<file path="src/logic/mse_pkg.sv">
// Package of constants for the sub/swap/table/halt execution unit.
// Assumes a single instruction clock and a one-cycle program memory read.
package mse_pkg;
	localparam logic [7:0] MSE_WDT_CLEAR = 8'h00;
	localparam logic [7:0] MSE_PRESC_CLEAR = 8'h00;
	localparam int MSE_REG_AW = 6;
	localparam int MSE_ROM_AW = 11;
	localparam int MSE_ROM_DW = 14;
	localparam int MSE_HP_LSB_W = 3;
	localparam int MSE_HD_W = 6;
	localparam int MSE_HD_LSB = 8;
	localparam logic [2:0] MSE_OP_NONE = 3'h0;
	localparam logic [2:0] MSE_OP_HALT = 3'h1;
	localparam logic [2:0] MSE_OP_SUBR = 3'h2;
	localparam logic [2:0] MSE_OP_SUBI = 3'h3;
	localparam logic [2:0] MSE_OP_SWAP = 3'h4;
	localparam logic [2:0] MSE_OP_TABLE = 3'h5;
	typedef enum logic [0:0] {
		MSE_ST_IDLE = 1'b0,
		MSE_ST_FETCH = 1'b1
	} mse_state_type;
endpackage

</file>
<file path="src/logic/mse_exec.sv">
// Execution unit for halt, register/immediate subtract, nibble swap, table read.
// Assumes decoder pulses op_valid_in for one cycle while ready_out is high.
// Overview of operation
// RQ1 - Halt clears watchdog counter and its prescaler to zero
// RQ2 - Halt sets time-out flag, clears power-down flag, enters halt mode
// RQ3 - Register minus accumulator, updates zero, digit-carry, carry; register 0..63
// RQ4 - Destination bit 0 writes accumulator, 1 writes source register
// RQ5 - Swap exchanges nibbles, writes per destination, flags untouched
// RQ6 - Immediate minus accumulator into accumulator, updates zero, digit-carry, carry
// RQ7 - Table address is pointer bits 2..0 above accumulator; low byte to accumulator
// RQ8 - Fetched word bits 13..8 go to table high data bits 5..0
// RQ9 - Carry is inverted borrow; zero set on zero result
// RQ10 - Table read takes two cycles, others one
module mse_exec (
	// Clock and reset
	input wire logic mclk_in,
	input wire logic rstn_in,
	// Decoded instruction
	input wire logic op_valid_in,
	input wire logic [2:0] op_code_in,
	input wire logic [5:0] reg_addr_in,
	input wire logic dest_bit_in,
	input wire logic [7:0] imm_in,
	input wire logic [7:0] reg_rdata_in,
	input wire logic [7:0] table_high_pointer_in,
	output logic ready_out,
	// Register file write
	output logic reg_we_out,
	output logic [5:0] reg_waddr_out,
	output logic [7:0] reg_wdata_out,
	// Program memory
	output logic rom_re_out,
	output logic [10:0] rom_addr_out,
	input wire logic [13:0] rom_data_in,
	// Architectural state
	output logic [7:0] accumulator_out,
	output logic [5:0] table_high_data_out,
	output logic zero_flag_out,
	output logic digit_carry_flag_out,
	output logic carry_flag_out,
	output logic time_out_flag_out,
	output logic power_down_flag_out,
	output logic halt_mode_out,
	// Watchdog clear
	output logic wdt_clear_out,
	output logic [7:0] watchdog_counter_load_out,
	output logic [7:0] watchdog_prescaler_load_out
);
	////////////////////////////////////////////////////////////////////////
	logic [7:0] acc_reg;
	logic [5:0] thd_reg;
	logic z_reg, dc_reg, c_reg, to_reg, pd_reg, halt_reg;
	logic we_reg, rre_reg, wclr_reg;
	logic [5:0] waddr_reg;
	logic [7:0] wdata_reg;
	logic [10:0] raddr_reg;
	mse_pkg::mse_state_type state_reg;
	logic [7:0] sub_a, sub_d;
	logic sub_z, sub_dc, sub_c, go;
	logic [7:0] swapped;

	// Taken op of one kind
	function automatic logic takes(input logic taken, input logic [2:0] code,
		input logic [2:0] kind);
		return taken && (code == kind);
	endfunction

	assign go = op_valid_in && (state_reg == mse_pkg::MSE_ST_IDLE);
	assign ready_out = (state_reg == mse_pkg::MSE_ST_IDLE);
	assign swapped = {reg_rdata_in[3:0], reg_rdata_in[7:4]}; // RQ5
	always_comb begin
		sub_a = (op_code_in == mse_pkg::MSE_OP_SUBI) ? imm_in : reg_rdata_in; // RQ3 RQ6
	end

	mse_sub8 u_sub (
		.minuend_in(sub_a),
		.subtrahend_in(acc_reg),
		.diff_out(sub_d),
		.zero_out(sub_z),
		.digit_carry_out(sub_dc),
		.carry_out(sub_c)
	);

	////////////////////////////////////////////////////////////////////////
	// Sequencer
	always_ff @(posedge mclk_in or negedge rstn_in) begin
		if (!rstn_in) begin
			state_reg <= mse_pkg::MSE_ST_IDLE;
		end else if (takes(go, op_code_in, mse_pkg::MSE_OP_TABLE)) begin
			state_reg <= mse_pkg::MSE_ST_FETCH; // RQ10
		end else begin
			state_reg <= mse_pkg::MSE_ST_IDLE; // RQ10
		end
	end

	// Program memory request
	always_ff @(posedge mclk_in or negedge rstn_in) begin
		if (!rstn_in) begin
			rre_reg <= 1'b0;
			raddr_reg <= 11'h000;
		end else begin
			rre_reg <= takes(go, op_code_in, mse_pkg::MSE_OP_TABLE); // RQ10
			if (takes(go, op_code_in, mse_pkg::MSE_OP_TABLE)) begin
				raddr_reg <= {table_high_pointer_in[2:0], acc_reg}; // RQ7
			end
		end
	end

	// Accumulator and table high data
	always_ff @(posedge mclk_in or negedge rstn_in) begin
		if (!rstn_in) begin
			acc_reg <= 8'h00;
			thd_reg <= 6'h00;
		end else if (state_reg == mse_pkg::MSE_ST_FETCH) begin
			acc_reg <= rom_data_in[7:0]; // RQ7
			thd_reg <= rom_data_in[13:mse_pkg::MSE_HD_LSB]; // RQ8
		end else if (go) begin
			case (op_code_in)
				mse_pkg::MSE_OP_SUBR: begin
					if (!dest_bit_in) acc_reg <= sub_d; // RQ4
				end
				mse_pkg::MSE_OP_SUBI: begin
					acc_reg <= sub_d; // RQ6
				end
				mse_pkg::MSE_OP_SWAP: begin
					if (!dest_bit_in) acc_reg <= swapped; // RQ5
				end
				default: begin
				end
			endcase
		end
	end

	// Register write-back
	always_ff @(posedge mclk_in or negedge rstn_in) begin
		if (!rstn_in) begin
			we_reg <= 1'b0;
			waddr_reg <= 6'h00;
			wdata_reg <= 8'h00;
		end else begin
			we_reg <= go && dest_bit_in && (op_code_in == mse_pkg::MSE_OP_SUBR ||
				op_code_in == mse_pkg::MSE_OP_SWAP); // RQ4 RQ5
			if (go) begin
				waddr_reg <= reg_addr_in; // RQ3
				wdata_reg <= (op_code_in == mse_pkg::MSE_OP_SWAP) ? swapped : sub_d;
			end
		end
	end

	// Arithmetic flags
	always_ff @(posedge mclk_in or negedge rstn_in) begin
		if (!rstn_in) begin
			z_reg <= 1'b0;
			dc_reg <= 1'b0;
			c_reg <= 1'b0;
		end else if (go && (op_code_in == mse_pkg::MSE_OP_SUBR ||
			op_code_in == mse_pkg::MSE_OP_SUBI)) begin
			z_reg <= sub_z; // RQ9
			dc_reg <= sub_dc; // RQ3
			c_reg <= sub_c; // RQ9
		end
	end

	// Halt entry
	always_ff @(posedge mclk_in or negedge rstn_in) begin
		if (!rstn_in) begin
			to_reg <= 1'b1;
			pd_reg <= 1'b1;
			halt_reg <= 1'b0;
			wclr_reg <= 1'b0;
		end else begin
			wclr_reg <= takes(go, op_code_in, mse_pkg::MSE_OP_HALT); // RQ1
			if (takes(go, op_code_in, mse_pkg::MSE_OP_HALT)) begin
				to_reg <= 1'b1; // RQ2
				pd_reg <= 1'b0; // RQ2
				halt_reg <= 1'b1; // RQ2
			end
		end
	end

	////////////////////////////////////////////////////////////////////////
	assign accumulator_out = acc_reg;
	assign table_high_data_out = thd_reg;
	assign zero_flag_out = z_reg;
	assign digit_carry_flag_out = dc_reg;
	assign carry_flag_out = c_reg;
	assign time_out_flag_out = to_reg;
	assign power_down_flag_out = pd_reg;
	assign halt_mode_out = halt_reg;
	assign reg_we_out = we_reg;
	assign reg_waddr_out = waddr_reg;
	assign reg_wdata_out = wdata_reg;
	assign rom_re_out = rre_reg;
	assign rom_addr_out = raddr_reg;
	assign wdt_clear_out = wclr_reg;
	assign watchdog_counter_load_out = mse_pkg::MSE_WDT_CLEAR;
	assign watchdog_prescaler_load_out = mse_pkg::MSE_PRESC_CLEAR;
endmodule

</file>
<file path="src/logic/mse_sub8.sv">
// Two's complement 8-bit subtractor with zero, digit-carry and carry.
// Assumes caller gates flag writes by opcode.
module mse_sub8 (
	// Operands
	input wire logic [7:0] minuend_in,
	input wire logic [7:0] subtrahend_in,
	// Result
	output logic [7:0] diff_out,
	output logic zero_out,
	output logic digit_carry_out,
	output logic carry_out
);
	logic [8:0] full_sum;
	logic [4:0] low_sum;
	always_comb begin
		full_sum = {1'b0, minuend_in} + {1'b0, ~subtrahend_in} + 9'h001;
		low_sum = {1'b0, minuend_in[3:0]} + {1'b0, ~subtrahend_in[3:0]} + 5'h01;
		diff_out = full_sum[7:0];
		zero_out = (full_sum[7:0] == 8'h00);
		digit_carry_out = low_sum[4];
		carry_out = full_sum[8];
	end
endmodule

</file>
<file path="config.mk">
export PLATFORM = sky130hd
export DESIGN_NAME = mse_exec
export DESIGN_NICKNAME = d
export VERILOG_FILES = /design/src/logic/mse_pkg.sv /design/src/logic/mse_exec.sv /design/src/logic/mse_sub8.sv
export SDC_FILE = /design/constraint.sdc
export NUM_CORES = 1
export LEC_CHECK = 0
export ABC_AREA = 1
export BUFFER_PORTS_ARGS = -buffer_cell sky130_fd_sc_hd__buf_2
export CAP_MARGIN = 40
export CORE_MARGIN = 10
export CORE_UTILIZATION = 40
export DETAILED_ROUTE_END_ITERATION = 10
export GPL_TIMING_DRIVEN = 0
export PLACE_DENSITY = 0.76
export SYNTH_ARGS = -nofsm -noshare
export SYNTH_HDL_FRONTEND = slang
export SYNTH_SLANG_ARGS = --single-unit
</file>
<file path="constraint.sdc">
create_clock -name mclk_in -period 2.3 [get_ports mclk_in]
set_clock_uncertainty 0.05 [all_clocks]
set_input_delay 0.115 -clock mclk_in [delete_from_list [all_inputs] [get_ports mclk_in]]
set_output_delay 0.115 -clock mclk_in [all_outputs]
set_load 0.005 [all_outputs]
</file>
* After elaboration in Yosys (flattened, before gate mapping)
Cells that the tools add are included.
** Cells by class
- Bitwise logic cells :: 3
- Reduce and logical (&&, ||, !) cells :: 12
- Multiplexer cells :: 8
- Eq/ne operators :: 7
- Add/subtract/negate cells :: 4
** Operators with widths (count)
- $mux W8 :: 6
- $pmux W8 S3 :: 1
- $add A8 B8 Y9 :: 1
- $add A9 B1 Y9 const B :: 1
- $logic_not A8 Y1 :: 1
- $not A8 Y8 :: 1
- $eq A3 B2 Y1 const B :: 2
- $eq A3 B3 Y1 const B :: 2
- $logic_and A1 B1 Y1 :: 6
- $ne A3 B3 Y1 const B :: 2
- $add A4 B4 Y5 :: 1
- $add A5 B1 Y5 const B :: 1
- $not A4 Y4 :: 1
- $reduce_and A4 Y1 :: 1
- $reduce_bool A4 Y1 :: 1
- $eq A3 B1 Y1 const B :: 1
- $logic_or A1 B1 Y1 :: 2
- $reduce_bool A2 Y1 :: 1
- $mux W1 :: 1
- $not A1 Y1 :: 1
** Storage, ports and cells
- Bits in registers :: 48
- Logic and storage cells :: 48
- Output and inout bits :: 65
- Input port bits :: 51

* Longest topological paths before layout
- Depth after elaboration :: 8
- Mapped depth :: 19
- Gate-level depth less buffers :: 18

* Modules after synthesis
From an unflattened synthesis, not the netlist that was laid out.
** Second synthesis, totals
- Cells, all modules :: 391
- Area total of the unflattened synthesis :: 2816.5 µm²
** Modules (own cells, without submodules)
- mse_exec :: times used 1, cells an instance 296, area each 2332.2 µm²
- mse_sub8 :: times used 1, cells an instance 95, area each 484.2 µm²

* Worst setup path before layout
No wires, ideal clock.
- Path kind :: input port to flip-flop
- Start :: in op_code_in[2]
- End :: reg wdata_reg[6] (netlist: reg_wdata_out[6])
- Stages on the path :: 17
- Path buffers :: 1
- Arrival time :: 1.923 ns
- Setup slack :: 0.208 ns
- Path through :: inv_1 -> nand2_2 -> inv_1 -> nand2_1 -> buf_4 -> mux2i_1 -> ha_1 -> inv_1 -> fa_1 -> nand2_1 -> nand3_1 -> nand3_1 -> nand2_1 -> nand2_1 -> nand3_1 -> nand3_1 -> nand2_1
** On the way
- Word-level cells in the longest chain between the ends :: 5
- Elaborated cells between the ends (all ways) :: 6
** Ends and longest elaborated chain
- from (decl) :: RTL line mse_exec.sv:20 : input wire logic [2:0] op_code_in,
- $eq A3 B2 Y1 :: RTL line mse_exec.sv:72 : sub_a = (op_code_in == mse_pkg::MSE_OP_SUBI) ? imm_in : reg_rdata_in;
- $mux W8 :: RTL line mse_exec.sv:72
- $add A8 B8 Y9 :: RTL line mse_sub8.sv:16 : full_sum = {1'b0, minuend_in} + {1'b0, ~subtrahend_in} + 9'h001;
- $add A9 B1 Y9 :: RTL line mse_sub8.sv:16
- $mux W8 * :: RTL line mse_exec.sv:145 : wdata_reg <= (op_code_in == mse_pkg::MSE_OP_SWAP) ? swapped : sub_d;
- to (signal assigned) :: RTL line mse_exec.sv:145
- to (decl) :: RTL line mse_exec.sv:55 : logic [7:0] wdata_reg;
Mark *: on every way between the ends. The rest lies on a longest branch, timed or not.
A chain may end at the register's enable or synchronous reset.

* Worst setup path in the final report
- Start :: in op_code_in[2]
- End :: reg z_reg (netlist: zero_flag_out)
** On the way
- Word-level cells in the longest chain between the ends :: 5
- Elaborated cells between the ends (all ways) :: 8
** Ends and longest elaborated chain
- $eq A3 B2 Y1 :: RTL line mse_exec.sv:72, mse_exec.sv:157
- $mux W8 :: RTL line mse_exec.sv:72
- $add A8 B8 Y9 :: RTL line mse_sub8.sv:16
- $add A9 B1 Y9 :: RTL line mse_sub8.sv:16
- $logic_not A8 Y1 :: RTL line mse_sub8.sv:19 : zero_out = (full_sum[7:0] == 8'h00);
- to (signal assigned) :: RTL line mse_exec.sv:158 : z_reg <= sub_z;
- to (decl) :: RTL line mse_exec.sv:52 : logic z_reg, dc_reg, c_reg, to_reg, pd_reg, halt_reg;
Parallel ways exist; a longest one is shown, timed or not.

==> results.txt <==
Max-cap violation count: 0. The area growth from synthesis to final layout came out at 36.2%. Clock tree synthesis inserted a total of 5 buffers. The count of nets left with antenna violations once routing finished came out at 0. The flow ran to the end, and the final reports show no timing, DRC or antenna violations. The first global-routing pass estimated 12800 um of wire.

Adding up every negative setup slack in the final design gives 0 ns. The synthesized netlist occupies a cell area of 2690 sq um. The worst setup margin came out at 0.240 ns. The final standard cell area without fillers is 3660 sq um.

In the final layout, the multi-input gates occupy 1210 sq um. Number of I/O port buffers: 93. For the initial antenna violation count, the log shows 0. Summed over all layers, the routed wires come to 8140 um.

Die footprint: 10400 sq um. Entering global routing, the biggest net connects 37 pins. The clock tree synthesis step divided the H-tree into 2 levels. The tools report the routing usage on met3 as 0.0364. The sequential element share of the synthesized area is 0.438, and the placeable core region is 6420 sq um. The global placer's final weighted congestion came out at 0.861.

Counting along the longest clock path gives a buffer depth of 2. Across the VDD grid, the largest voltage drop is 0.000401 V. The part of the cycle the worst path needs came out at 0.896.

In this run the worst hold path is classified as in -> reg. The endpoint class of the critical path was a flip-flop. In the post-synthesis netlist, the biggest area contributors are sky130_fd_sc_hd__dfrtp_1, sky130_fd_sc_hd__nand2_1, sky130_fd_sc_hd__inv_1, sky130_fd_sc_hd__buf_4, sky130_fd_sc_hd__nand3_1. Global-route congestion overflow total: 0. In this run the most critical hold path is launched from rom_data_in[1]. The global-route usage over all layers came out at 0.158. The total inserted antenna cells is 0. Cell type contributing the most total cell area after synthesis: sky130_fd_sc_hd__dfrtp_1. Latest clock arrival within the worst-skew pair: 0.30 ns.

For this run, the number of Yosys warnings is 0. For this block, the initial DRC count from the detailed router was 139. For the number of design rule violations left after detail routing, the log shows 0. Using the TritonRoute via totals, the vias-per-cell ratio works out to 4.52. The width of the die came out at 102 um.

The average instance in the mapped netlist occupies 7.83 sq um. The worst reg-to-reg setup slack is 0.33 ns. For the highest attainable clock frequency, the log shows 0.486 GHz. The post-placement worst setup slack came out at -0.245 ns.

The run gives 0.418 as the initial cell density of the core. The clock root buffer is sky130_fd_sc_hd__clkbuf_8. By startpoint and endpoint, the worst setup path is classified as in -> reg. The run gives 0 as the final-report hold violation count. In the final routed layout, each cell accounts on average for 14.6 um. The final core utilization was 0.570; the gate count after technology mapping was 343. The pre-antenna-repair detailed-routing pass consisted of 4 iterations.

The tools report the unique cell type count in the Yosys netlist as 35. The placed standard-cell area came out at 3320 sq um. The initialized floorplan defines 29 standard-cell rows. The run gives 116 as the I/O pin total. TritonCTS built the clock tree. The fraction of layout instances using a drive strength above 1 is 0.308. The register clock-pin slew on the reported worst setup and hold paths was 0.09 ns. On the worst path, the slowest cell contributes a delay of 0.45 ns.

The power after layout is 3.15 mW, and the fill cell total of the finished layout is 588. The tools report the final-report max-slew violation count as 0. Final critical-path required period: 2.06 ns.

The synthesized design contains 47 register bits. The fraction of synthesized cell area taken by the top area cell type was 0.429. In this run the static leakage power is 2.05 nW. For the required time at the worst-slack endpoint, the log shows 2.50 ns. Setup repair after global routing left no endpoint under its margin. Setup violations remaining at the end of the flow were counted as 0. Dividing total power by cell area gives a power density of 862 nW/um^2.

For the total area of sequential cells, the log shows 1180 sq um. Summed over all nets, the half-perimeter wirelength after detailed placement is 6400 um. Global-route met2 utilization: 0.287. Busiest metal layer after global routing: met2. The worst setup path is launched from an input pin.

The global routing usage on met1 was 0.175; the chip height was 102 um. The maximum fanout along the worst path was 10; the arrival time at the worst endpoint was 2.26 ns. For the number of global-route vias before repair, the log shows 2611. In this run the critical register-to-register path is launched from accumulator_out[0]. After the last flow step, the layout net total stands at 539. The signal on the critical path passes through buf_2 -> inv_1 -> nand2_2 -> inv_1 -> nand2_2 -> buf_6 -> mux2i_1 -> ha_1 -> inv_1 -> fa_2 -> nor2_1 -> nand2_1 -> nor2_1 -> nand3_1 -> nor2_1 -> nand2_1 -> nand2_1.

Number of clock sinks: 47. Summing over every cut layer, the via total after detailed routing is 2518. The cell at the slowest stage of the critical path was sky130_fd_sc_hd__fa_2.

The source of the critical timing path was op_code_in[2].
metal layers:
metal,vias up,part of all wire,wire length [um]
li1,1310,-,-
met1,1137,0.41,3370
met2,59,0.51,4130
met3,12,0.062,506
met4,0,0.017,137
met5,-,0,0
stage by stage:
step	instances	hold slack (ns)
after global routing	557	0.0233
after CTS	557	0.00547
final	557	0.0117
after global placement	528	0.260
after floorplan	358	-0.231
after detailed placement	529	-0.0167
layout by cell type (no fill, tap or decap), types with 2 or more instances in the layout:
cell | netlist | final
sky130_fd_sc_hd__inv_1 | 44 | 44
sky130_fd_sc_hd__nand3_1 | 24 | 22
sky130_fd_sc_hd__a31oi_1 | 2 | 2
sky130_fd_sc_hd__clkbuf_8 | 0 | 5
sky130_fd_sc_hd__buf_6 | 3 | 4
sky130_fd_sc_hd__o211ai_1 | 4 | 4
sky130_fd_sc_hd__o21ai_1 | 3 | 3
sky130_fd_sc_hd__nand3_2 | 1 | 3
sky130_fd_sc_hd__o21ai_0 | 13 | 13
sky130_fd_sc_hd__nor2_4 | 2 | 2
sky130_fd_sc_hd__a21oi_2 | 4 | 4
sky130_fd_sc_hd__nand2_1 | 113 | 112
sky130_fd_sc_hd__dlygate4sd3_1 | 0 | 20
sky130_fd_sc_hd__buf_4 | 19 | 18
sky130_fd_sc_hd__buf_2 | 2 | 95
sky130_fd_sc_hd__mux2_2 | 2 | 2
sky130_fd_sc_hd__dfrtp_1 | 46 | 46
sky130_fd_sc_hd__a21oi_1 | 11 | 11
sky130_fd_sc_hd__nor2_1 | 22 | 22
sky130_fd_sc_hd__nand2_2 | 3 | 4
sky130_fd_sc_hd__ha_1 | 8 | 8
sky130_fd_sc_hd__conb_1 | 2 | 17
flip-flops by register name, summed over array words and instances (netlist names), 6 cells and up:
signal and count:
reg_wdata_out 8, reg_waddr_out 6, rom_addr_out 11, accumulator_out 8, table_high_data_out 6
area by class of cell:
class,count,share of cell area
Sequential cell,47,0.322
Multi-Input combinational cell,240,0.331
Clock inverter,3,0.0127
Buffer,25,0.0530
Tap cell,77,0.0263
Clock buffer,5,0.0188
Timing Repair Buffer,114,0.187
Inverter,46,0.0486
power breakdown:
group          switching [mW]  total (mW)  internal, mW
clock                   0.300       0.628         0.328
sequential              0.115        1.16          1.05
combinational           0.792        1.36         0.572
total                    1.21        3.15          1.95
cells by family after synthesis:
kind of cell / Yosys count / synth area share
xor+xnor: 1 / 0.00326
fa+ha+maj: 9 / 0.0447
flops: 47 / 0.438
other cells: 2 / 0.00280
buf+inv: 71 / 0.137
compound gates: 38 / 0.0820
simple gates: 171 / 0.274
mux: 4 / 0.0177
repair_timing:
| action | in CTS | in global routing |
|---|---|---|
| endpoints found under the hold margin | 65 | 0 |
| buffers inserted | 0 | 0 |
| hold buffers | 20 | 0 |
| gates resized for setup | 0 | 5 |
| endpoints found under the setup margin | 0 | 4 |
cells in the mapped netlist:
cell / instances
sky130_fd_sc_hd__a21oi_1: 11
sky130_fd_sc_hd__a21oi_2: 4
sky130_fd_sc_hd__a31oi_1: 2
sky130_fd_sc_hd__buf_2: 2
sky130_fd_sc_hd__buf_4: 19
sky130_fd_sc_hd__buf_6: 3
sky130_fd_sc_hd__clkbuf_1: 1
sky130_fd_sc_hd__clkinv_1: 1
sky130_fd_sc_hd__clkinv_4: 1
sky130_fd_sc_hd__conb_1: 2
sky130_fd_sc_hd__dfrtp_1: 46
sky130_fd_sc_hd__dfstp_2: 1
sky130_fd_sc_hd__fa_1: 1
sky130_fd_sc_hd__ha_1: 8
sky130_fd_sc_hd__inv_1: 44
sky130_fd_sc_hd__mux2_2: 2
sky130_fd_sc_hd__mux2_4: 1
sky130_fd_sc_hd__mux2i_1: 1
sky130_fd_sc_hd__nand2_1: 113
sky130_fd_sc_hd__nand2_2: 3
sky130_fd_sc_hd__nand2_4: 1
sky130_fd_sc_hd__nand3_1: 24
sky130_fd_sc_hd__nand3_2: 1
sky130_fd_sc_hd__nand4_1: 1
sky130_fd_sc_hd__nor2_1: 22
sky130_fd_sc_hd__nor2_4: 2
sky130_fd_sc_hd__nor3b_1: 1
sky130_fd_sc_hd__nor4_1: 1
sky130_fd_sc_hd__nor4_4: 1
sky130_fd_sc_hd__o211ai_1: 4
sky130_fd_sc_hd__o21a_1: 1
sky130_fd_sc_hd__o21ai_0: 13
sky130_fd_sc_hd__o21ai_1: 3
sky130_fd_sc_hd__or2_2: 1
sky130_fd_sc_hd__xor2_1: 1
critical path: cells and delay by family:
kind / cells / cell delay [ns]
mux: 1 / 0.13
buf+inv: 5 / 0.57
fa+ha+maj: 2 / 0.63
simple gates: 9 / 0.82
path summary, 6_finish.rpt:
kind | cells past startpoint | end
worst min register to register | 2 | power_down_flag_out
max in group asynchronous | 3 | power_down_flag_out
worst max-delay path | 17 | zero_flag_out
worst min-delay path | 3 | accumulator_out[1]
worst max register to register | 10 | zero_flag_out
min in group asynchronous | 2 | reg_wdata_out[4]
No activity file was read; power rests on OpenSTA's default activity.
